===== config.mk =====
export PLATFORM = sky130hd
export DESIGN_NAME = lpric_ctrl
export DESIGN_NICKNAME = d
export VERILOG_FILES = /design/src/hw/lpric_pkg.sv /design/src/hw/lpric_pin_sync.sv /design/src/hw/lpric_ctrl.sv
export SDC_FILE = /design/constraint.sdc
export NUM_CORES = 1
export LEC_CHECK = 0
export BUFFER_PORTS_ARGS = -buffer_cell sky130_fd_sc_hd__buf_2
export CORE_MARGIN = 2
export CORE_UTILIZATION = 45
export CTS_BUF_LIST = sky130_fd_sc_hd__clkbuf_16
export CTS_CLUSTER_DIAMETER = 60
export DETAILED_ROUTE_END_ITERATION = 6
export GPL_TIMING_DRIVEN = 0
export HOLD_SLACK_MARGIN = 0.06
export PLACE_DENSITY = 0.67
export SLEW_MARGIN = 20
export SYNTH_ARGS = -nofsm -noshare
export SYNTH_HDL_FRONTEND = slang
export SYNTH_SLANG_ARGS = --single-unit

===== constraint.sdc =====
create_clock -name CORE_CLK_IN -period 9.76 [get_ports CORE_CLK_IN]
set_clock_uncertainty 0.15 [all_clocks]
set_input_delay 0.976 -clock CORE_CLK_IN [delete_from_list [all_inputs] [get_ports CORE_CLK_IN]]
set_output_delay 0.976 -clock CORE_CLK_IN [all_outputs]
set_load 0.01 [all_outputs]

===== src/hw/lpric_pkg.sv =====
// lpric_pkg: register map, field positions and reset values of the result and
// interrupt control block.
// assumes: byte-wide registers reached over the two-wire serial port.
package lpric_pkg;

    // ------------------------------------------------------------
    // register addresses
    // ------------------------------------------------------------
    localparam logic [7:0] ADDR_ALS_PARAM = 8'h84;
    localparam logic [7:0] ADDR_ALS_HI = 8'h85;
    localparam logic [7:0] ADDR_ALS_LO = 8'h86;
    localparam logic [7:0] ADDR_PROX_HI = 8'h87;
    localparam logic [7:0] ADDR_PROX_LO = 8'h88;
    localparam logic [7:0] ADDR_INT_CTRL = 8'h89;
    localparam logic [7:0] ADDR_THR_LOW_HI = 8'h8a;
    localparam logic [7:0] ADDR_THR_LOW_LO = 8'h8b;
    localparam logic [7:0] ADDR_THR_HIGH_HI = 8'h8c;
    localparam logic [7:0] ADDR_THR_HIGH_LO = 8'h8d;
    localparam logic [7:0] ADDR_INT_STATUS = 8'h8e;

    // ------------------------------------------------------------
    // interrupt control fields
    // ------------------------------------------------------------
    localparam int CTRL_COUNT_LSB = 5;
    localparam int CTRL_PROX_EN_BIT = 3;
    localparam int CTRL_ALS_EN_BIT = 2;
    localparam int CTRL_THR_EN_BIT = 1;
    localparam int CTRL_THR_SEL_BIT = 0;
    localparam logic [7:0] CTRL_WRITE_MASK = 8'hef;

    // ------------------------------------------------------------
    // interrupt status fields
    // ------------------------------------------------------------
    localparam int STAT_PROX_BIT = 3;
    localparam int STAT_ALS_BIT = 2;
    localparam int STAT_LOW_BIT = 1;
    localparam int STAT_HIGH_BIT = 0;

    // ------------------------------------------------------------
    // reset values
    // ------------------------------------------------------------
    localparam logic [7:0] INT_CTRL_RESET = 8'h00;
    localparam logic [7:0] ALS_PARAM_RESET = 8'h08;
    localparam logic [15:0] RESULT_RESET = 16'h0000;
    localparam logic [15:0] THRESHOLD_RESET = 16'h0000;
    localparam logic [3:0] STATUS_RESET = 4'h0;
    localparam logic [7:0] POINTER_RESET = 8'h00;

    // ------------------------------------------------------------
    // serial engine
    // ------------------------------------------------------------
    localparam logic [3:0] BITS_PER_BYTE = 4'h8;

    typedef enum logic [1:0] {
        LPRIC_PH_ADDR,
        LPRIC_PH_POINTER,
        LPRIC_PH_DATA
    } lpric_phase_type;

    typedef enum logic [2:0] {
        LPRIC_ST_IDLE,
        LPRIC_ST_RX,
        LPRIC_ST_RX_ACK,
        LPRIC_ST_TX,
        LPRIC_ST_TX_ACK,
        LPRIC_ST_TX_LOAD
    } lpric_state_type;

endpackage


===== src/hw/lpric_pin_sync.sv =====
// lpric_pin_sync: three-stage synchroniser with agreement filter for one pin.
// assumes: pin is asynchronous to the core clock.
`timescale 1ns/100ps
module lpric_pin_sync #(
    parameter logic RESET_LEVEL = 1'b1
) (
    // clock and reset
    input wire logic clk,
    input wire logic rst_n,
    // pin and filtered level
    input wire logic pin_in,
    output logic level_out
);

    logic stage1;
    logic stage2;
    logic stage3;

    // ------------------------------------------------------------
    // sync chain, level changes when stages two and three agree
    // ------------------------------------------------------------
    always_ff @(posedge clk or negedge rst_n) begin
        if (!rst_n) begin
            stage1 <= RESET_LEVEL;
            stage2 <= RESET_LEVEL;
            stage3 <= RESET_LEVEL;
            level_out <= RESET_LEVEL;
        end else begin
            stage1 <= pin_in;
            stage2 <= stage1;
            stage3 <= stage2;
            if (stage2 == stage3) begin
                level_out <= stage3;
            end
        end
    end

endmodule // lpric_pin_sync


===== src/hw/lpric_ctrl.sv =====
// lpric_ctrl: light and proximity result registers, thresholds and interrupt
// control, reached over a two-wire serial slave port.
// assumes: measurement engines on the core clock give one-cycle valid pulses;
// the serial bus has an external pull-up and no clock stretching.
`timescale 1ns/100ps

// How it works
// [RQ1] ambient result high byte at 0x85, low byte at 0x86
// [RQ2] ambient result bytes read-only; writes leave the result unchanged
// [RQ3] proximity result high byte at 0x87, low byte at 0x88
// [RQ4] proximity result bytes read-only, bits 15:8 high and 7:0 low
// [RQ5] control 0x89: count 7:5, prox en, ambient en, threshold en, source
// [RQ6] threshold interrupt after 2^N consecutive out-of-range measurements
// [RQ7] only the selected measurement is compared with the thresholds
// [RQ8] ambient parameter write waits until timed mode is cycled
// [RQ9] source select 0 picks proximity, 1 picks ambient light
// [RQ10] low threshold 0x8A/0x8B, high threshold 0x8C/0x8D, upper byte first
// [RQ11] status 0x8E: prox ready, ambient ready, low, high crossing
// [RQ12] status bits sticky until written 1; interrupt low while any set
module lpric_ctrl #(
    parameter logic [6:0] DEVICE_ADDR = 7'h2a
) (
    // clock and reset
    input wire logic CORE_CLK_IN,
    input wire logic NRST_IN,
    // two-wire serial port
    input wire logic SCL_IN,
    input wire logic SDA_IN,
    output logic SDA_OUT,
    output logic SDA_OE_N_OUT,
    // measurement engines
    input wire logic ALS_VALID_IN,
    input wire logic [15:0] ALS_DATA_IN,
    input wire logic PROX_VALID_IN,
    input wire logic [15:0] PROX_DATA_IN,
    input wire logic ALS_TIMED_ON_IN,
    // outputs
    output logic [7:0] ALS_PARAM_OUT,
    output logic INT_N_OUT
);

    logic scl;
    logic sda;
    logic scl_d;
    logic sda_d;
    lpric_pkg::lpric_state_type state;
    lpric_pkg::lpric_phase_type phase;
    logic [3:0] bit_cnt;
    logic [7:0] shift;
    logic [7:0] ptr;
    logic rd_mode;
    logic [15:0] als_result;
    logic [15:0] prox_result;
    logic [7:0] int_ctrl;
    logic [15:0] thr_low;
    logic [15:0] thr_high;
    logic [3:0] status;
    logic [7:0] als_param_pending;
    logic als_timed_d;
    logic [7:0] high_cnt;
    logic [7:0] low_cnt;

    // ------------------------------------------------------------
    // pin synchronisers
    // ------------------------------------------------------------
    lpric_pin_sync #(.RESET_LEVEL(1'b1)) u_scl_sync (
        .clk(CORE_CLK_IN),
        .rst_n(NRST_IN),
        .pin_in(SCL_IN),
        .level_out(scl)
    );

    lpric_pin_sync #(.RESET_LEVEL(1'b1)) u_sda_sync (
        .clk(CORE_CLK_IN),
        .rst_n(NRST_IN),
        .pin_in(SDA_IN),
        .level_out(sda)
    );

    // ------------------------------------------------------------
    // bus events
    // ------------------------------------------------------------
    wire scl_rise = scl & ~scl_d;
    wire scl_fall = ~scl & scl_d;
    wire bus_start = scl & scl_d & sda_d & ~sda;
    wire bus_stop = scl & scl_d & ~sda_d & sda;
    wire byte_done = scl_fall && (bit_cnt == lpric_pkg::BITS_PER_BYTE);
    wire addr_match = (shift[7:1] == DEVICE_ADDR);
    wire wr_en = (state == lpric_pkg::LPRIC_ST_RX) && byte_done
        && (phase == lpric_pkg::LPRIC_PH_DATA);
    wire [7:0] next_ptr = ptr + 8'h01;

    // ------------------------------------------------------------
    // write decode
    // ------------------------------------------------------------
    wire wr_ctrl = wr_en && (ptr == lpric_pkg::ADDR_INT_CTRL);
    wire wr_param = wr_en && (ptr == lpric_pkg::ADDR_ALS_PARAM);
    wire wr_low_hi = wr_en && (ptr == lpric_pkg::ADDR_THR_LOW_HI);
    wire wr_low_lo = wr_en && (ptr == lpric_pkg::ADDR_THR_LOW_LO);
    wire wr_high_hi = wr_en && (ptr == lpric_pkg::ADDR_THR_HIGH_HI);
    wire wr_high_lo = wr_en && (ptr == lpric_pkg::ADDR_THR_HIGH_LO);
    wire wr_status = wr_en && (ptr == lpric_pkg::ADDR_INT_STATUS);

    // ------------------------------------------------------------
    // read mux
    // ------------------------------------------------------------
    // [RQ1] [RQ3] result byte placement
    wire [7:0] rd_data =
        (ptr == lpric_pkg::ADDR_ALS_HI) ? als_result[15:8] :
        (ptr == lpric_pkg::ADDR_ALS_LO) ? als_result[7:0] :
        (ptr == lpric_pkg::ADDR_PROX_HI) ? prox_result[15:8] :
        (ptr == lpric_pkg::ADDR_PROX_LO) ? prox_result[7:0] :
        (ptr == lpric_pkg::ADDR_INT_CTRL) ? int_ctrl :
        (ptr == lpric_pkg::ADDR_ALS_PARAM) ? als_param_pending :
        (ptr == lpric_pkg::ADDR_THR_LOW_HI) ? thr_low[15:8] :
        (ptr == lpric_pkg::ADDR_THR_LOW_LO) ? thr_low[7:0] :
        (ptr == lpric_pkg::ADDR_THR_HIGH_HI) ? thr_high[15:8] :
        (ptr == lpric_pkg::ADDR_THR_HIGH_LO) ? thr_high[7:0] :
        (ptr == lpric_pkg::ADDR_INT_STATUS) ? {4'h0, status} : 8'h00;

    // ------------------------------------------------------------
    // serial slave engine
    // ------------------------------------------------------------
    always_ff @(posedge CORE_CLK_IN or negedge NRST_IN) begin
        if (!NRST_IN) begin
            scl_d <= 1'b1;
            sda_d <= 1'b1;
            state <= lpric_pkg::LPRIC_ST_IDLE;
            phase <= lpric_pkg::LPRIC_PH_ADDR;
            bit_cnt <= 4'h0;
            shift <= 8'h00;
            ptr <= lpric_pkg::POINTER_RESET;
            rd_mode <= 1'b0;
            SDA_OUT <= 1'b0;
            SDA_OE_N_OUT <= 1'b1;
        end else begin
            scl_d <= scl;
            sda_d <= sda;
            SDA_OUT <= 1'b0;
            if (bus_start) begin
                state <= lpric_pkg::LPRIC_ST_RX;
                phase <= lpric_pkg::LPRIC_PH_ADDR;
                bit_cnt <= 4'h0;
                SDA_OE_N_OUT <= 1'b1;
            end else if (bus_stop) begin
                state <= lpric_pkg::LPRIC_ST_IDLE;
                SDA_OE_N_OUT <= 1'b1;
            end else begin
                unique case (state)
                    lpric_pkg::LPRIC_ST_IDLE: begin
                        SDA_OE_N_OUT <= 1'b1;
                    end
                    lpric_pkg::LPRIC_ST_RX: begin
                        if (scl_rise) begin
                            shift <= {shift[6:0], sda};
                            bit_cnt <= bit_cnt + 4'h1;
                        end else if (byte_done) begin
                            bit_cnt <= 4'h0;
                            if (phase != lpric_pkg::LPRIC_PH_ADDR || addr_match) begin
                                SDA_OE_N_OUT <= 1'b0;
                                state <= lpric_pkg::LPRIC_ST_RX_ACK;
                            end else begin
                                state <= lpric_pkg::LPRIC_ST_IDLE;
                            end
                            if (phase == lpric_pkg::LPRIC_PH_ADDR) begin
                                rd_mode <= shift[0];
                            end
                            if (phase == lpric_pkg::LPRIC_PH_POINTER) begin
                                ptr <= shift;
                            end
                            if (phase == lpric_pkg::LPRIC_PH_DATA) begin
                                ptr <= next_ptr;
                            end
                        end
                    end
                    lpric_pkg::LPRIC_ST_RX_ACK: begin
                        if (scl_fall) begin
                            if (phase == lpric_pkg::LPRIC_PH_ADDR && rd_mode) begin
                                state <= lpric_pkg::LPRIC_ST_TX;
                                shift <= rd_data;
                                SDA_OE_N_OUT <= rd_data[7];
                                ptr <= next_ptr;
                                bit_cnt <= 4'h1;
                            end else begin
                                state <= lpric_pkg::LPRIC_ST_RX;
                                SDA_OE_N_OUT <= 1'b1;
                                if (phase == lpric_pkg::LPRIC_PH_ADDR) begin
                                    phase <= lpric_pkg::LPRIC_PH_POINTER;
                                end else begin
                                    phase <= lpric_pkg::LPRIC_PH_DATA;
                                end
                            end
                        end
                    end
                    lpric_pkg::LPRIC_ST_TX: begin
                        if (byte_done) begin
                            SDA_OE_N_OUT <= 1'b1;
                            state <= lpric_pkg::LPRIC_ST_TX_ACK;
                        end else if (scl_fall) begin
                            shift <= {shift[6:0], 1'b0};
                            SDA_OE_N_OUT <= shift[6];
                            bit_cnt <= bit_cnt + 4'h1;
                        end
                    end
                    lpric_pkg::LPRIC_ST_TX_ACK: begin
                        if (scl_rise) begin
                            state <= sda ? lpric_pkg::LPRIC_ST_IDLE
                                : lpric_pkg::LPRIC_ST_TX_LOAD;
                        end
                    end
                    lpric_pkg::LPRIC_ST_TX_LOAD: begin
                        if (scl_fall) begin
                            state <= lpric_pkg::LPRIC_ST_TX;
                            shift <= rd_data;
                            SDA_OE_N_OUT <= rd_data[7];
                            ptr <= next_ptr;
                            bit_cnt <= 4'h1;
                        end
                    end
                endcase
            end
        end
    end

    // ------------------------------------------------------------
    // threshold evaluation
    // ------------------------------------------------------------
    // [RQ7] [RQ9] compare only the selected source
    wire thr_sel = int_ctrl[lpric_pkg::CTRL_THR_SEL_BIT];
    wire sel_valid = thr_sel ? ALS_VALID_IN : PROX_VALID_IN;
    wire [15:0] sel_data = thr_sel ? ALS_DATA_IN : PROX_DATA_IN;
    wire above = sel_data > thr_high;
    wire below = sel_data < thr_low;
    // [RQ6] run length of 2^N measurements
    wire [7:0] cnt_target = 8'h01 << int_ctrl[lpric_pkg::CTRL_COUNT_LSB +: 3];
    wire [7:0] next_high_cnt = !above ? 8'h00
        : (high_cnt == 8'hff) ? high_cnt : high_cnt + 8'h01;
    wire [7:0] next_low_cnt = !below ? 8'h00
        : (low_cnt == 8'hff) ? low_cnt : low_cnt + 8'h01;
    wire thr_en = int_ctrl[lpric_pkg::CTRL_THR_EN_BIT];
    wire high_fire = sel_valid && thr_en && above && (next_high_cnt == cnt_target);
    wire low_fire = sel_valid && thr_en && below && (next_low_cnt == cnt_target);
    wire prox_fire = PROX_VALID_IN && int_ctrl[lpric_pkg::CTRL_PROX_EN_BIT];
    wire als_fire = ALS_VALID_IN && int_ctrl[lpric_pkg::CTRL_ALS_EN_BIT];
    wire [3:0] status_set = {prox_fire, als_fire, low_fire, high_fire};
    wire [3:0] status_clr = wr_status ? shift[3:0] : 4'h0;
    // [RQ12] set wins over a write-one clear
    wire [3:0] next_status = (status & ~status_clr) | status_set;
    wire als_timed_rise = ALS_TIMED_ON_IN & ~als_timed_d;

    // ------------------------------------------------------------
    // registers
    // ------------------------------------------------------------
    always_ff @(posedge CORE_CLK_IN or negedge NRST_IN) begin
        if (!NRST_IN) begin
            als_result <= lpric_pkg::RESULT_RESET;
            prox_result <= lpric_pkg::RESULT_RESET;
            int_ctrl <= lpric_pkg::INT_CTRL_RESET;
            thr_low <= lpric_pkg::THRESHOLD_RESET;
            thr_high <= lpric_pkg::THRESHOLD_RESET;
            status <= lpric_pkg::STATUS_RESET;
            als_param_pending <= lpric_pkg::ALS_PARAM_RESET;
            ALS_PARAM_OUT <= lpric_pkg::ALS_PARAM_RESET;
            als_timed_d <= 1'b0;
            high_cnt <= 8'h00;
            low_cnt <= 8'h00;
            INT_N_OUT <= 1'b1;
        end else begin
            // [RQ2] [RQ4] results change only from the engines
            if (ALS_VALID_IN) begin
                als_result <= ALS_DATA_IN;
            end
            if (PROX_VALID_IN) begin
                prox_result <= PROX_DATA_IN;
            end
            // [RQ5] control fields, bit 4 held zero
            if (wr_ctrl) begin
                int_ctrl <= shift & lpric_pkg::CTRL_WRITE_MASK;
            end
            // [RQ10] thresholds, upper byte at lower address
            if (wr_low_hi) begin
                thr_low[15:8] <= shift;
            end
            if (wr_low_lo) begin
                thr_low[7:0] <= shift;
            end
            if (wr_high_hi) begin
                thr_high[15:8] <= shift;
            end
            if (wr_high_lo) begin
                thr_high[7:0] <= shift;
            end
            if (sel_valid) begin
                high_cnt <= next_high_cnt;
                low_cnt <= next_low_cnt;
            end
            // [RQ11] sticky cause bits
            status <= next_status;
            // [RQ12] interrupt low while any cause set
            INT_N_OUT <= ~(|next_status);
            // [RQ8] pending parameter taken while off or on restart
            if (wr_param) begin
                als_param_pending <= shift;
            end
            als_timed_d <= ALS_TIMED_ON_IN;
            if (!ALS_TIMED_ON_IN || als_timed_rise) begin
                ALS_PARAM_OUT <= als_param_pending;
            end
        end
    end

endmodule // lpric_ctrl


==> results by group <==
Finish
  • Fin util: 0.521
  • Most common cell after layout, fill and taps aside: dfrtp_1
  • Area Overhead vs Synth: 12.7%
  • Layout cells sized above 1: 0.212
  • Antenna cell count: 0
  • Fin cells: 1311
  • Most frequent cells in the layout: dfrtp_1 (132), nand2_1 (96), mux2_2 (84), o21ai_0 (66), buf_2 (59)
  • # nets final: 1111

Timing
  • Final Slew Violations: 0
  • Worst Tran Pin Value: 0.968 ns
  • RSZ-0062 raised after global routing: no
  • Period utilization: 0.409
  • Final setup TNS: 0 ns
  • Min Tclk post-route: 3.99 ns
  • Relative slew slack: 0.337
  • Final hold vios: 0
  • F_max: 0.251 GHz
  • Final Setup Violations: 0

Setup path
  • R2R Path Start: int_ctrl[0]$_DFFE_PN0P_
  • Worst EP arrival: 4.19 ns
  • CP max FO: 10
  • CP Capture Type: register
  • CP Data Required Time: 9.96 ns
  • CP Class: reg2reg
  • Worst Setup SP: int_ctrl[0]$_DFFE_PN0P_
  • Reg2reg path depth: 11
  • Worst reg2reg setup slack: about 5.8 ns
  • R2R Path End: status[0]$_DFF_PN0_
  • Worst Setup Start Kind: register

Power and ir drop
  • Sw power: 0.755 mW
  • VDD IR max: 0.000143 V
  • Combinational power share: 0.305
  • Overall power: 1.96 mW
  • Sw Ratio: 0.385
  • Seq pwr share: 0.371
  • Clock Power Share: 0.324
  • Leak: 4.34 nW
  • Power Internal: 1.21 mW
  • Pwr per Cell Area: 191 nW/um2

Clock tree
  • Postcts setup bufs: 0
  • H-tree depth: 4
  • CTS max path bufs: 2
  • Hold-fix buffers at CTS: 0
  • Post_cts resized: 0
  • CTS buffer count: 17
  • Root buffer cell: clkbuf_16
  • CTS tree: done
  • Clock sinks: ~150
  • Clock transition at path regs: 0.07 ns
  • Clk_lat worst skew: around 0.44 ns

Routing
  • Final ANT Viol Nets: 0
  • Iter 0 DRT Violations: 807
  • Vias per cell: 6.02
  • Drt drc: 0
  • Drt pass-1 iters: 6
  • Post-Route WL: 25.4 mm
  • Wire length per cell: between 15 and 20 um
  • Via count: between 7000 and 8000

Synth
  • Number of flops mapped to enable cells by yosys: 0
  • Post-Syn Instances: 967
  • Mapped Area: 9090 um2
  • FF+latch count, synth: 146
  • Async S/R FF share, synth: 1.00
  • Syn_area_per_cell: around 9.4 um2
  • Syn nets: between 1000 and 1500
  • Post-synth top flop: dfrtp_1
  • Sequential share of the synthesized area: 0.404
  • Synth Warn #: 0
  • Count of cell types in the netlist: 77

Place
  • Placer Congestion: 0.982
  • Port bufs: 46
  • DPL Wire Length: 19.1 mm
  • Cell count after placement: 1279

GRT
  • First-pass GRT wire length: 40.8 mm
  • Largest net degree at the start of global routing: 83
  • GRT Total Usage: 0.242
  • Vias in the first global route: 7450
  • Gr ovfl total: 0
  • Initial antenna violation count: 0

Die
  • IO Pins: 50
  • Initial Util: 0.462
  • Row count: approximately 50
  • DIE HEIGHT: 146 um
  • Core Area: between 15000 and 20000 um2
  • Die ar.: 21300 um2
  • Die Width: 146 um

Worst hold path
  • Worst Hold End: u_sda_sync.stage2$_DFF_PN1_
  • Hold Path Class: reg2reg
  • Hold_sp: u_sda_sync.stage1$_DFF_PN1_
  • Hold Path Depth: 0

Job
  • Max Cap Viol: 0

Outcome
  • Status: completed
## worst max-delay path: stages, from the launching register on
cell	delay, ns
dfrtp_1	0.37
clkbuf_1	0.46
clkbuf_1	0.48
mux2_2	0.45
ha_1	0.32
and4_1	0.26
o211ai_1	0.10
a41o_1	0.27
a21boi_0	0.38
and2_2	0.30
nand4b_1	0.14
o21ai_0	0.21
## worst max path at each step
stage / end / cells after the start / slack [ns]
2_1_floorplan: INT_N_OUT$_DFF_PN1_ / 11 / 6.48
5_1_grt: status[0]$_DFF_PN0_ / 11 / 5.45
3_3_place_gp: als_result[14]$_DFFE_PN0P_ / 1 / 5.35
6_report: status[0]$_DFF_PN0_ / 11 / 5.77
3_5_place_dp: status[0]$_DFF_PN0_ / 11 / 5.81
4_1_cts: status[0]$_DFF_PN0_ / 11 / 5.75
## synthesized netlist by cell type (all sizes together) (11+ instances only)
cell type | instances | area [um2]
o21ai | 68 | 340
a211oi | 13 | 97.6
o221ai | 11 | 96.3
dfstp | 14 | 368
buf | 19 | 131
nor2b | 14 | 87.6
clkbuf | 42 | 164
mux2 | 84 | 946
o211ai | 14 | 105
a31oi | 18 | 113
ha | 39 | 488
nand4 | 15 | 100
nor2 | 53 | 199
a221oi | 13 | 126
nand2 | 97 | 380
a21oi | 56 | 280
nand3 | 39 | 195
and3 | 14 | 96.3
nor3 | 12 | 60.1
a22oi | 12 | 90.1
inv | 49 | 184
dfrtp | 132 | 3300
## power groups by stage
stage          clock, mW  sequential (mW)  combinational [mW]
2_1_floorplan          0            0.715               0.414
3_3_place_gp           0            0.734               0.580
3_5_place_dp           0            0.735               0.587
4_1_cts            0.646            0.725               0.589
5_1_grt            0.669            0.733               0.661
6_report           0.637            0.727               0.599
## sequential cells by signal, indices dropped and copies added (netlist names), 2 cells and up
signal             flops
als_result            16
prox_result           16
thr_high              16
thr_low               16
ALS_PARAM_OUT          8
als_param_pending      8
high_cnt               8
low_cnt                8
ptr                    8
shift                  8
int_ctrl               7
bit_cnt                4
status                 4
state                  3
phase                  2
## cell type report
cell class / count / area (um2)
inverters: 50 / 188
multi-input cells: 710 / 4930
clock buffers: 17 / 425
well taps: 265 / 332
plain buffers: 61 / 295
fillers: 1878 / 9410
clock inverters: 15 / 134
repair buffers: 47 / 268
flip-flops and latches: 146 / 3670
## per-stage QoR
step	worst slack (ns)	cell area [um2]	hold WS, ns
2_1_floorplan	6.48	9090	0.195
3_3_place_gp	5.35	9650	0.196
3_5_place_dp	5.81	9690	0.199
4_1_cts	5.75	10200	0.208
5_1_grt	5.45	10200	0.217
6_report	5.77	10200	0.208
## per-layer routing
layer	part of all wire	vias to the layer above	wire length, um	global-route usage
met5	0	-	0	0
li1	-	3722	-	-
met1	0.45	3837	11500	0.336
met3	0.060	54	1530	0.0447
met4	0.029	0	729	0.0956
met2	0.46	277	11600	0.377
## cells by family after synthesis
kind of cell,share of synthesized area
adders and majority gates,0.0559
buffers and inverters,0.0531
DFF,0.404
xor gates and xnor gates,0.00675
AOI/OAI and AO/OA,0.199
and+or+nand+nor,0.173
other,0.000413
muxes,0.108
Note: power is estimated with default switching activity, not from simulation.
